**src/hdl/adpirq_defs.svh**
```systemverilog
// Register offsets, field positions and reset values for the protect and mask register bank.
`ifndef ADPIRQ_DEFS_SVH
`define ADPIRQ_DEFS_SVH

`define ADPIRQ_OFS_FEATURE     8'h2d
`define ADPIRQ_OFS_BROWNOUT    8'h2e
`define ADPIRQ_OFS_CLK_MASK    8'h2f
`define ADPIRQ_OFS_OUT_MASK    8'h32
`define ADPIRQ_OFS_AUX_MASK    8'h33
`define ADPIRQ_OFS_LATCHED     8'h34

`define ADPIRQ_RST_FEATURE     8'h00
`define ADPIRQ_RST_BROWNOUT    8'hbf
`define ADPIRQ_RST_CLK_MASK    8'hff
`define ADPIRQ_RST_OUT_MASK    8'h00
`define ADPIRQ_RST_AUX_MASK    8'h30
`define ADPIRQ_RST_LATCHED     8'h00

`define ADPIRQ_BIT_DISTORTION  7
`define ADPIRQ_BIT_BATTERY     6
`define ADPIRQ_BIT_THERMAL     5
`define ADPIRQ_BIT_COMPRESS    4
`define ADPIRQ_BIT_SIGGEN1     3
`define ADPIRQ_BIT_SIGGEN2     2
`define ADPIRQ_BIT_SRC_SEL     1
`define ADPIRQ_BIT_BROWNOUT    0

`define ADPIRQ_BIT_CLK_ERR     7
`define ADPIRQ_BIT_PLL_LOCK    6
`define ADPIRQ_BIT_OUT_SHORT   5
`define ADPIRQ_BIT_VGND        4
`define ADPIRQ_BIT_HS_INSERT   3
`define ADPIRQ_BIT_HS_REMOVE   2
`define ADPIRQ_BIT_HS_HOOK     1
`define ADPIRQ_BIT_AUX_UP      7
`define ADPIRQ_BIT_AUX_LOW     6

`define ADPIRQ_READ_NONE       8'h00

`endif

```
**src/hdl/adpirq_pkg.sv**
```systemverilog
// Types shared by the protect and mask register bank.
package adpirq_pkg;

    typedef struct packed {
        logic       wr;
        logic       rd;
        logic [7:0] addr;
        logic [7:0] wdata;
    } adpirq_req_t;

    typedef struct packed {
        logic distortion;
        logic battery;
        logic thermal;
        logic compress;
        logic siggen1;
        logic siggen2;
        logic src_analog;
        logic brownout;
    } adpirq_feat_t;

    typedef struct packed {
        logic clk_err;
        logic pll_lock;
        logic out_short;
        logic vgnd;
        logic hs_insert;
        logic hs_remove;
        logic hs_hook;
        logic aux_up;
        logic aux_low;
    } adpirq_src_t;

    typedef struct packed {
        logic [7:0] feature;
        logic [7:0] brownout_level;
        logic [7:0] clk_mask;
        logic [7:0] out_mask;
        logic [7:0] aux_mask;
        logic [7:0] latched;
        logic [7:0] rdata;
    } adpirq_regs_t;

    typedef enum logic [1:0] {
        ADPIRQ_BO_IDLE  = 2'b00,
        ADPIRQ_BO_WATCH = 2'b01,
        ADPIRQ_BO_SHUT  = 2'b10
    } adpirq_bo_state_t;

    typedef struct packed {
        adpirq_bo_state_t state;
        logic             shutdown;
    } adpirq_bo_t;

    typedef struct packed {
        logic irq;
    } adpirq_irq_t;

endpackage

```
**src/hdl/adpirq_regs.sv**
```systemverilog
// Feature enable, brownout threshold and interrupt mask register bank.
// Function
// - Feature bit 7 enables distortion limiter.
// - Feature bit 6 enables battery protection.
// - Feature bit 5 enables thermal foldback.
// - Feature bit 4 enables range compression.
// - Feature bit 3 enables signal generator one.
// - Feature bit 2 enables signal generator two.
// - Feature bit 1 selects battery or analog samples.
// - Feature bit 0 enables brownout supervision.
// - Eight-bit threshold, reset 0xbf, drives shutdown compare.
// - Software converts threshold code to volts.
// - Clock-mask bit 7 masks clock error.
// - Clock-mask bit 6 masks lock interrupt.
// - Output-mask bit 5 masks short circuit.
// - Output-mask bit 4 masks virtual-ground fault.
// - Output-mask bit 3 masks headset insertion.
// - Output-mask bit 2 masks headset removal.
// - Output-mask bit 1 masks hook button.
// - Aux-mask bit 7 masks upper threshold fault.
// - Aux-mask bit 6 masks lower threshold fault.
// - Clock error and lock latch; both clear when read.
`timescale 1ns/10ps
`include "adpirq_defs.svh"
module adpirq_regs (
    input  wire logic                    clk_sys_i,       // Register clock, 100 MHz.
    input  wire logic                    rst_n_i,         // Synchronous reset, active low.
    input  wire adpirq_pkg::adpirq_req_t req_i,           // Control-port read/write request.
    output logic [7:0]                   rdata_o,         // Read data, valid cycle after rd.
    input  wire adpirq_pkg::adpirq_src_t event_i,         // Interrupt source levels.
    input  wire logic [7:0]              battery_sample_i, // Battery monitor sample.
    input  wire logic [7:0]              analog_sample_i,  // Analog supply monitor sample.
    output adpirq_pkg::adpirq_feat_t     feature_o,       // Registered feature enables.
    output logic [7:0]                   sample_sel_o,    // Registered selected sample.
    output logic                         shutdown_o,      // Registered brownout shutdown.
    output logic                         irq_o            // Registered shared interrupt.
);
    adpirq_pkg::adpirq_regs_t r;
    adpirq_pkg::adpirq_regs_t next_r;
    adpirq_pkg::adpirq_feat_t feat_q;
    logic [7:0]               sample_q;
    logic [7:0]               next_sample;
    adpirq_pkg::adpirq_src_t  mask_w;
    adpirq_pkg::adpirq_src_t  pend_w;

    function automatic logic hit(input adpirq_pkg::adpirq_req_t q, input logic [7:0] ofs);
        hit = (q.addr == ofs);
    endfunction

    always_comb begin
        next_r       = r;
        next_r.rdata = `ADPIRQ_READ_NONE;
        if (req_i.wr) begin
            // Reserved bits store what is written; keeping them at reset value is software's job.
            if (hit(req_i, `ADPIRQ_OFS_FEATURE)) begin
                next_r.feature = req_i.wdata;
            end
            if (hit(req_i, `ADPIRQ_OFS_BROWNOUT)) begin
                next_r.brownout_level = req_i.wdata;
            end
            if (hit(req_i, `ADPIRQ_OFS_CLK_MASK)) begin
                next_r.clk_mask = req_i.wdata;
            end
            if (hit(req_i, `ADPIRQ_OFS_OUT_MASK)) begin
                next_r.out_mask = req_i.wdata;
            end
            if (hit(req_i, `ADPIRQ_OFS_AUX_MASK)) begin
                next_r.aux_mask = req_i.wdata;
            end
        end
        if (req_i.rd) begin
            case (req_i.addr)
                `ADPIRQ_OFS_FEATURE:  next_r.rdata = r.feature;
                `ADPIRQ_OFS_BROWNOUT: next_r.rdata = r.brownout_level;
                `ADPIRQ_OFS_CLK_MASK: next_r.rdata = r.clk_mask;
                `ADPIRQ_OFS_OUT_MASK: next_r.rdata = r.out_mask;
                `ADPIRQ_OFS_AUX_MASK: next_r.rdata = r.aux_mask;
                `ADPIRQ_OFS_LATCHED:  next_r.rdata = r.latched;
                default:              next_r.rdata = `ADPIRQ_READ_NONE;
            endcase
            if (hit(req_i, `ADPIRQ_OFS_LATCHED)) begin
                next_r.latched = `ADPIRQ_RST_LATCHED;
            end
        end
        // A new event in the read cycle wins over the clear so it is never lost.
        if (event_i.clk_err) begin
            next_r.latched[`ADPIRQ_BIT_CLK_ERR] = 1'b1;
        end
        if (event_i.pll_lock) begin
            next_r.latched[`ADPIRQ_BIT_PLL_LOCK] = 1'b1;
        end
    end

    always_ff @(posedge clk_sys_i) begin
        if (!rst_n_i) begin
            r.feature        <= `ADPIRQ_RST_FEATURE;
            r.brownout_level <= `ADPIRQ_RST_BROWNOUT;
            r.clk_mask       <= `ADPIRQ_RST_CLK_MASK;
            r.out_mask       <= `ADPIRQ_RST_OUT_MASK;
            r.aux_mask       <= `ADPIRQ_RST_AUX_MASK;
            r.latched        <= `ADPIRQ_RST_LATCHED;
            r.rdata          <= `ADPIRQ_READ_NONE;
        end else begin
            r <= next_r;
        end
    end

    always_comb begin
        next_sample = r.feature[`ADPIRQ_BIT_SRC_SEL] ? analog_sample_i
                                                     : battery_sample_i;
    end

    // Outputs are re-registered so every top-level output comes from a flip-flop.
    always_ff @(posedge clk_sys_i) begin
        if (!rst_n_i) begin
            feat_q   <= '0;
            sample_q <= 8'h00;
        end else begin
            feat_q.distortion <= r.feature[`ADPIRQ_BIT_DISTORTION];
            feat_q.battery    <= r.feature[`ADPIRQ_BIT_BATTERY];
            feat_q.thermal    <= r.feature[`ADPIRQ_BIT_THERMAL];
            feat_q.compress   <= r.feature[`ADPIRQ_BIT_COMPRESS];
            feat_q.siggen1    <= r.feature[`ADPIRQ_BIT_SIGGEN1];
            feat_q.siggen2    <= r.feature[`ADPIRQ_BIT_SIGGEN2];
            feat_q.src_analog <= r.feature[`ADPIRQ_BIT_SRC_SEL];
            feat_q.brownout   <= r.feature[`ADPIRQ_BIT_BROWNOUT];
            sample_q          <= next_sample;
        end
    end

    always_comb begin
        mask_w.clk_err   = r.clk_mask[`ADPIRQ_BIT_CLK_ERR];
        mask_w.pll_lock  = r.clk_mask[`ADPIRQ_BIT_PLL_LOCK];
        mask_w.out_short = r.out_mask[`ADPIRQ_BIT_OUT_SHORT];
        mask_w.vgnd      = r.out_mask[`ADPIRQ_BIT_VGND];
        mask_w.hs_insert = r.out_mask[`ADPIRQ_BIT_HS_INSERT];
        mask_w.hs_remove = r.out_mask[`ADPIRQ_BIT_HS_REMOVE];
        mask_w.hs_hook   = r.out_mask[`ADPIRQ_BIT_HS_HOOK];
        mask_w.aux_up    = r.aux_mask[`ADPIRQ_BIT_AUX_UP];
        mask_w.aux_low   = r.aux_mask[`ADPIRQ_BIT_AUX_LOW];
        pend_w           = event_i;
        // Clock and lock interrupts stay asserted from their latch until read.
        pend_w.clk_err   = r.latched[`ADPIRQ_BIT_CLK_ERR];
        pend_w.pll_lock  = r.latched[`ADPIRQ_BIT_PLL_LOCK];
    end

    adpirq_irq_combine u_irq (
        .clk_sys_i (clk_sys_i),
        .rst_n_i   (rst_n_i),
        .pend_i    (pend_w),
        .mask_i    (mask_w),
        .irq_o     (irq_o)
    );

    adpirq_brownout u_brownout (
        .clk_sys_i  (clk_sys_i),
        .rst_n_i    (rst_n_i),
        .enable_i   (r.feature[`ADPIRQ_BIT_BROWNOUT]),
        .level_i    (r.brownout_level),
        .sample_i   (sample_q),
        .shutdown_o (shutdown_o)
    );

    assign rdata_o      = r.rdata;
    assign feature_o    = feat_q;
    assign sample_sel_o = sample_q;
endmodule

```
**src/hdl/adpirq_brownout.sv**
```systemverilog
// Brownout supervisor: compares supply-monitor data with the shutdown level.
`timescale 1ns/10ps
module adpirq_brownout (
    input  wire logic       clk_sys_i,     // Register clock.
    input  wire logic       rst_n_i,       // Synchronous reset, active low.
    input  wire logic       enable_i,      // Supervision on.
    input  wire logic [7:0] level_i,       // Shutdown threshold code.
    input  wire logic [7:0] sample_i,      // Selected monitor sample, upper bits.
    output logic            shutdown_o     // Registered shutdown request.
);
    adpirq_pkg::adpirq_bo_t r;
    adpirq_pkg::adpirq_bo_t next_r;

    always_comb begin
        next_r = r;
        case (r.state)
            adpirq_pkg::ADPIRQ_BO_IDLE: begin
                next_r.shutdown = 1'b0;
                if (enable_i) begin
                    next_r.state = adpirq_pkg::ADPIRQ_BO_WATCH;
                end
            end
            adpirq_pkg::ADPIRQ_BO_WATCH: begin
                // The level is compared as a raw code; software converts it to volts.
                if (!enable_i) begin
                    next_r.state = adpirq_pkg::ADPIRQ_BO_IDLE;
                end else if (sample_i < level_i) begin
                    next_r.state    = adpirq_pkg::ADPIRQ_BO_SHUT;
                    next_r.shutdown = 1'b1;
                end
            end
            adpirq_pkg::ADPIRQ_BO_SHUT: begin
                // Shutdown holds until software drops the enable, so a noisy supply cannot chatter.
                if (!enable_i) begin
                    next_r.state    = adpirq_pkg::ADPIRQ_BO_IDLE;
                    next_r.shutdown = 1'b0;
                end
            end
            default: begin
                next_r.state    = adpirq_pkg::ADPIRQ_BO_IDLE;
                next_r.shutdown = 1'b0;
            end
        endcase
    end

    always_ff @(posedge clk_sys_i) begin
        if (!rst_n_i) begin
            r <= '{state: adpirq_pkg::ADPIRQ_BO_IDLE, shutdown: 1'b0};
        end else begin
            r <= next_r;
        end
    end

    assign shutdown_o = r.shutdown;
endmodule

```
**src/hdl/adpirq_irq_combine.sv**
```systemverilog
// Gathers the masked interrupt sources onto one registered interrupt line.
`timescale 1ns/10ps
module adpirq_irq_combine (
    input  wire logic                   clk_sys_i,   // Register clock.
    input  wire logic                   rst_n_i,     // Synchronous reset, active low.
    input  wire adpirq_pkg::adpirq_src_t pend_i,     // Raw source levels or latches.
    input  wire adpirq_pkg::adpirq_src_t mask_i,     // One masks a source.
    output logic                        irq_o        // Shared interrupt, active high.
);
    adpirq_pkg::adpirq_irq_t r;
    adpirq_pkg::adpirq_irq_t next_r;

    always_comb begin
        next_r.irq = |(pend_i & ~mask_i);
    end

    always_ff @(posedge clk_sys_i) begin
        if (!rst_n_i) begin
            r <= '{irq: 1'b0};
        end else begin
            r <= next_r;
        end
    end

    assign irq_o = r.irq;
endmodule

```
**config.mk**
```make
export PLATFORM = sky130hd
export DESIGN_NAME = adpirq_regs
export DESIGN_NICKNAME = d
export VERILOG_FILES = /design/src/hdl/adpirq_pkg.sv /design/src/hdl/adpirq_regs.sv /design/src/hdl/adpirq_brownout.sv /design/src/hdl/adpirq_irq_combine.sv
export VERILOG_INCLUDE_DIRS = /design/src /design/src/hdl
export SDC_FILE = /design/constraint.sdc
export NUM_CORES = 1
export LEC_CHECK = 0
export BUFFER_PORTS_ARGS = -buffer_cell sky130_fd_sc_hd__buf_2
export CAP_MARGIN = 10
export CORE_UTILIZATION = 54
export CTS_CLUSTER_SIZE = 24
export DETAILED_ROUTE_END_ITERATION = 7
export PLACE_DENSITY = 0.89
export SETUP_SLACK_MARGIN = 0.05
export SYNTH_ARGS = -nofsm -noshare
export SYNTH_HDL_FRONTEND = slang
export SYNTH_SLANG_ARGS = --single-unit
```
**constraint.sdc**
```tcl
create_clock -name clk_sys_i -period 2.4 [get_ports clk_sys_i]
set_input_delay 0.36 -clock clk_sys_i [delete_from_list [all_inputs] [get_ports clk_sys_i]]
set_output_delay 0.36 -clock clk_sys_i [all_outputs]
set_load 0.01 [all_outputs]
```
Yosys cells after proc, flatten, opt, wreduce, memory -nomap -nowiden
Cells that the tools add are included.
{"block": "totals", "out_inout_bits": 26, "regBits": 70, "word_cells": 64, "inputBits": 45}
{"block": "op_classes", "n_eq_ne": 13, "mux": 12, "bitwise_logic": 2, "reduce_logical": 16, "order_cmp": 1}
{"op": "$eq A8 B6 Y1 const B", "count": 6}
{"op": "$pmux W8 S6", "count": 1}
{"op": "$mux W16", "count": 1}
{"op": "$mux W8", "count": 2}
{"op": "$reduce_and A2 Y1", "count": 8}
{"op": "$and A9 B9 Y9", "count": 1}
{"op": "$not A9 Y9", "count": 1}
{"op": "$pmux W3 S3", "count": 1}
{"op": "$reduce_or A9 Y1", "count": 1}
{"op": "$lt A8 B8 Y1", "count": 1}
{"op": "$reduce_bool A2 Y1", "count": 4}
{"op": "$mux W3", "count": 2}
{"op": "$ne A2 B2 Y1 const B", "count": 3}
{"op": "$reduce_and A3 Y1", "count": 2}
{"op": "$mux W2", "count": 2}
{"op": "$mux W1", "count": 3}
{"op": "$ne A3 B2 Y1 const B", "count": 1}
{"op": "$eq A2 B1 Y1 const B", "count": 1}
{"op": "$eq A2 B2 Y1 const B", "count": 1}
{"op": "$logic_not A2 Y1", "count": 1}
{"op": "$ne A2 B1 Y1 const B", "count": 1}

Longest topological paths before layout
{"block": "depth", "depth_word": 4, "ltp_mapped": 7, "ltp_nobuf": 6}

By module
From an unflattened synthesis, not the netlist that was laid out.
{"block": "unflattened", "cells_unflattened": 333, "area_unflattened_um2": 3229.3}
{"module": "adpirq_regs", "area_per_inst_um2": 2830.2, "seq_area_each_um2": 1321.3, "cells_each": 281, "instances": 1}
{"module": "adpirq_brownout", "area_per_inst_um2": 302.8, "seq_area_each_um2": 60.1, "cells_each": 38, "instances": 1}
{"module": "adpirq_irq_combine", "area_per_inst_um2": 96.3, "seq_area_each_um2": 20.0, "cells_each": 14, "instances": 1}

Least setup slack after synthesis
No wires, ideal clock.
{"block": "synth_timing", "kind": "input to register", "startpoint": "in req_i[15] (netlist bit)", "endpoint": "reg r (netlist bit mask_w[7])", "setup_ns": 0.129, "required_time_ns": 2.271, "stages": 5, "path_buffers": 1, "setup_slack_ns": 0.549, "arrival_time_ns": 1.722, "path_cell_list": "or3b_1 > buf_2 > nor3_2 > mux2i_1 > nand2_1"}
{"block": "synth_via", "elab_chain_len": 2}
{"item": "start, declared", "line_no": "adpirq_regs.sv:28", "rtl": "input wire adpirq_pkg::adpirq_req_t req_i,"}
{"item": "$eq A8 B6 Y1", "line_no": "adpirq_regs.sv:47", "rtl": "hit = (q.addr == ofs);"}
{"item": "$reduce_and A2 Y1 (no line)"}
{"item": "end signal, assigned", "line_no": "adpirq_regs.sv:104", "rtl": "r <= next_r;"}
{"item": "end, declared", "line_no": "adpirq_regs.sv:38", "rtl": "adpirq_pkg::adpirq_regs_t r;"}
No other way between the ends.
A chain may end at the register's enable or synchronous reset.

Final worst setup path
{"block": "layout_timing", "startpoint": "in req_i[15] (netlist bit)", "endpoint": "reg r (netlist bit mask_w[6])"}
The elaborated chain is that of the path after synthesis.

==> run metrics <==
outcome completed; HPWL Detailed 4890 um; xor-xnor portion of the synthesized cell area 0%; Die Ht 78.3 um; Antenna Diode Count 0; global-route congestion overflow total 0; detailed-route DRC error count 0; number of buffers added by the clock tree synthesis step 9; maximum count of clock buffers along a single path 2; routed vias 2460; synthesized netlist net count 369; number of clock sinks 70; total of max-cap violations 0; library cell with the largest summed area after synthesis dfxtp_1; post-synthesis area per instance 9.91 um^2; I/O pins 71; # port buffers 70; slack of the critical path 676 ps; critical path, cell by cell buf_2 > nor3b_1 > nand4_1 > mux2i_1 > nor2b_1; average vias per placed instance 5.39; maximum number of pins on one net before global-route repair 34; initial antenna violation count 0; Synth Area in Compound Gates 10.8%; Hold WC Path Type in -> reg; count of hold-fix buffers inserted at cts 0; GP Congestion 0.876; GR Util All Layers 23.5%; kind of end point of the critical path flop; source-to-sink clock delay at the later pin of the worst-skew pair 350 ps; post-synthesis cell area 3140 um^2; final wirelength 6780 um; adder and majority cell fraction of the synthesized area 2.79%; dominant combinational cell family by area after synthesis multiplexers; ys flop type dfxtp_1; WP data required 2640 ps; CTS clock-pin slew for the worst setup and hold paths 80 ps; count of cells resized by post-cts repair 0; Place WS 375 ps; Worst path slowest cell nand4_1; die footprint 6120 um^2; Yosys warning count 0; multiplexer share of the synthesized area 18.4%; worst vdd ir 0.355 mV; via count of the first global-routing pass 2414; Iter 0 DRT Violations 173; row count 27; count of final max-slew check failures 0; total power per unit cell area 644 nW/um^2; library cells used by synthesis 41; layout cells sized above 1 28.1%; Layout Nets 431; Finished Core Util 67.1%; signed area change from the synthesized netlist to the final layout 18.3%; buffer cell driving the clock tree root clkbuf_8; register bit total from synthesis 70; achievable frequency 580 MHz; H-tree levels 3; Max stage delay on crit path 610 ps; number of search-and-repair iterations in the first detailed-routing pass 4; share of async-settable or async-resettable flops after synthesis 0%; library cell with the highest instance count after synthesis dfxtp_1; setup repair bufs after CTS 0; routed length per placed instance 14.9 um; transition time of the tightest slew-check pin 643 ps; largest fanout of any net on the critical path 8; total negative setup slack 0 ps; TritonCTS clock tree yes; post-route clock period utilization 71.8%; headroom to the max-slew limit 57.0%; worst setup skew after layout 13.1 ps; type of the worst setup path in -> reg; antenna-violating nets left 0; core area 5540 um^2; setup repair after global routing missed its margin false; share of the yosys chip area belonging to registers 44.6%; gate count of the mapped netlist 317; Arr. time, crit path 1960 ps; count of final hold-check violations 0; synthesized-area fraction occupied by and/or/nand/nor cells 17.1%; EDFF count, synth 0; minimum period implied by the final worst setup slack 1720 ps; final setup violation count 0; die boundary width 78.3 um; cells taking the most area after synthesis dfxtp_1, mux2i_1, nor2b_1; type of origin of the critical path primary input; hold slack final 221 ps; Synth top area share 44.6%; most used standard cells in the synthesized netlist dfxtp_1, mux2i_1, nor2b_1, nand2_1, inv_1; wire length of the first global-routing pass 11000 um; static leakage 1.67 nW; starting density of the core 56.7%
## final cells by class
class                   count  area [um^2]
flip-flops and latches     70         1400
repair buffers             75          388
clock inverters             6         83.8
multi-input cells         204         1540
well taps                  72         90.1
fillers                   440         1830
clock buffers              10          138
inverters                  19         71.3
## worst max-delay path, delay by kind of cell
family        cells  cell delay [ps]
mux               1              340
simple gates      3             1160
buf+inv           1              100
## state kept, by name, indices dropped and copies added (netlist names)
name,flops
u_irq.irq_o,1
r,31
mask_w,9
pend_w,2
u_brownout.shutdown_o,1
feature_o,8
sample_sel_o,8
rdata_o,8
u_brownout.r,2
## cells in the final DEF (no fill, tap or decap), types with 5 or more instances in the layout
| cell | instances |
|---|---|
| dfxtp_1 | 70 |
| nor2_1 | 8 |
| a21oi_1 | 5 |
| o21ai_0 | 7 |
| mux2_2 | 14 |
| mux2i_1 | 42 |
| buf_4 | 5 |
| a22oi_1 | 8 |
| a22o_1 | 8 |
| nand2_1 | 26 |
| o211ai_1 | 6 |
| clkbuf_8 | 10 |
| and2_1 | 7 |
| buf_2 | 70 |
| inv_1 | 19 |
| nor2b_1 | 32 |
| ha_1 | 7 |
## kinds of logic (layout without fill, tap and decap cells)
kind of cell	after synthesis	count (layout)
compound gates	47	47
flops	70	70
simple gates	94	94
mux	56	56
fa+ha+maj	7	7
buf+inv	43	110
## layer usage
metal  vias up  global-route usage (%)  wire length (um)
met5         -                       0                 0
met4         0                    12.8               139
met3        14                    5.23               537
met2       105                    39.4              3200
met1      1122                    27.8              2900
li1       1219                       -                 -
## stage by stage
step           power (mW)  cell area, um^2  instances
3_3_place_gp         1.36             3490        440
4_1_cts              2.40             3710        456
6_report             2.39             3710        456
3_5_place_dp         1.37             3490        440
5_1_grt              2.47             3710        456
2_1_floorplan        1.29             3140        317
## path summary, 6_finish.rpt
path	start	to	slack, ps	cells after the start
setup / recovery	req_i[15]	mask_w[6]$_SDFFE_PN0P_	680	5
hold / removal	event_i[8]	pend_w[8]$_SDFFE_PN0P_	220	2
setup reg to reg	r[45]$_SDFFE_PN1P_	u_brownout.shutdown_o$_SDFFE_PN0P_	830	6
hold reg to reg	r[34]$_SDFFE_PN1P_	r[34]$_SDFFE_PN1P_	470	2
## power breakdown
part	switching [mW]	leakage, nW	internal [mW]	total, mW
Clock	0.440	0.116	0.611	1.05
Sequential	0.00589	0.568	1.17	1.18
Combinational	0.0849	0.986	0.0782	0.163
Note: power is estimated with default switching activity, not from simulation.
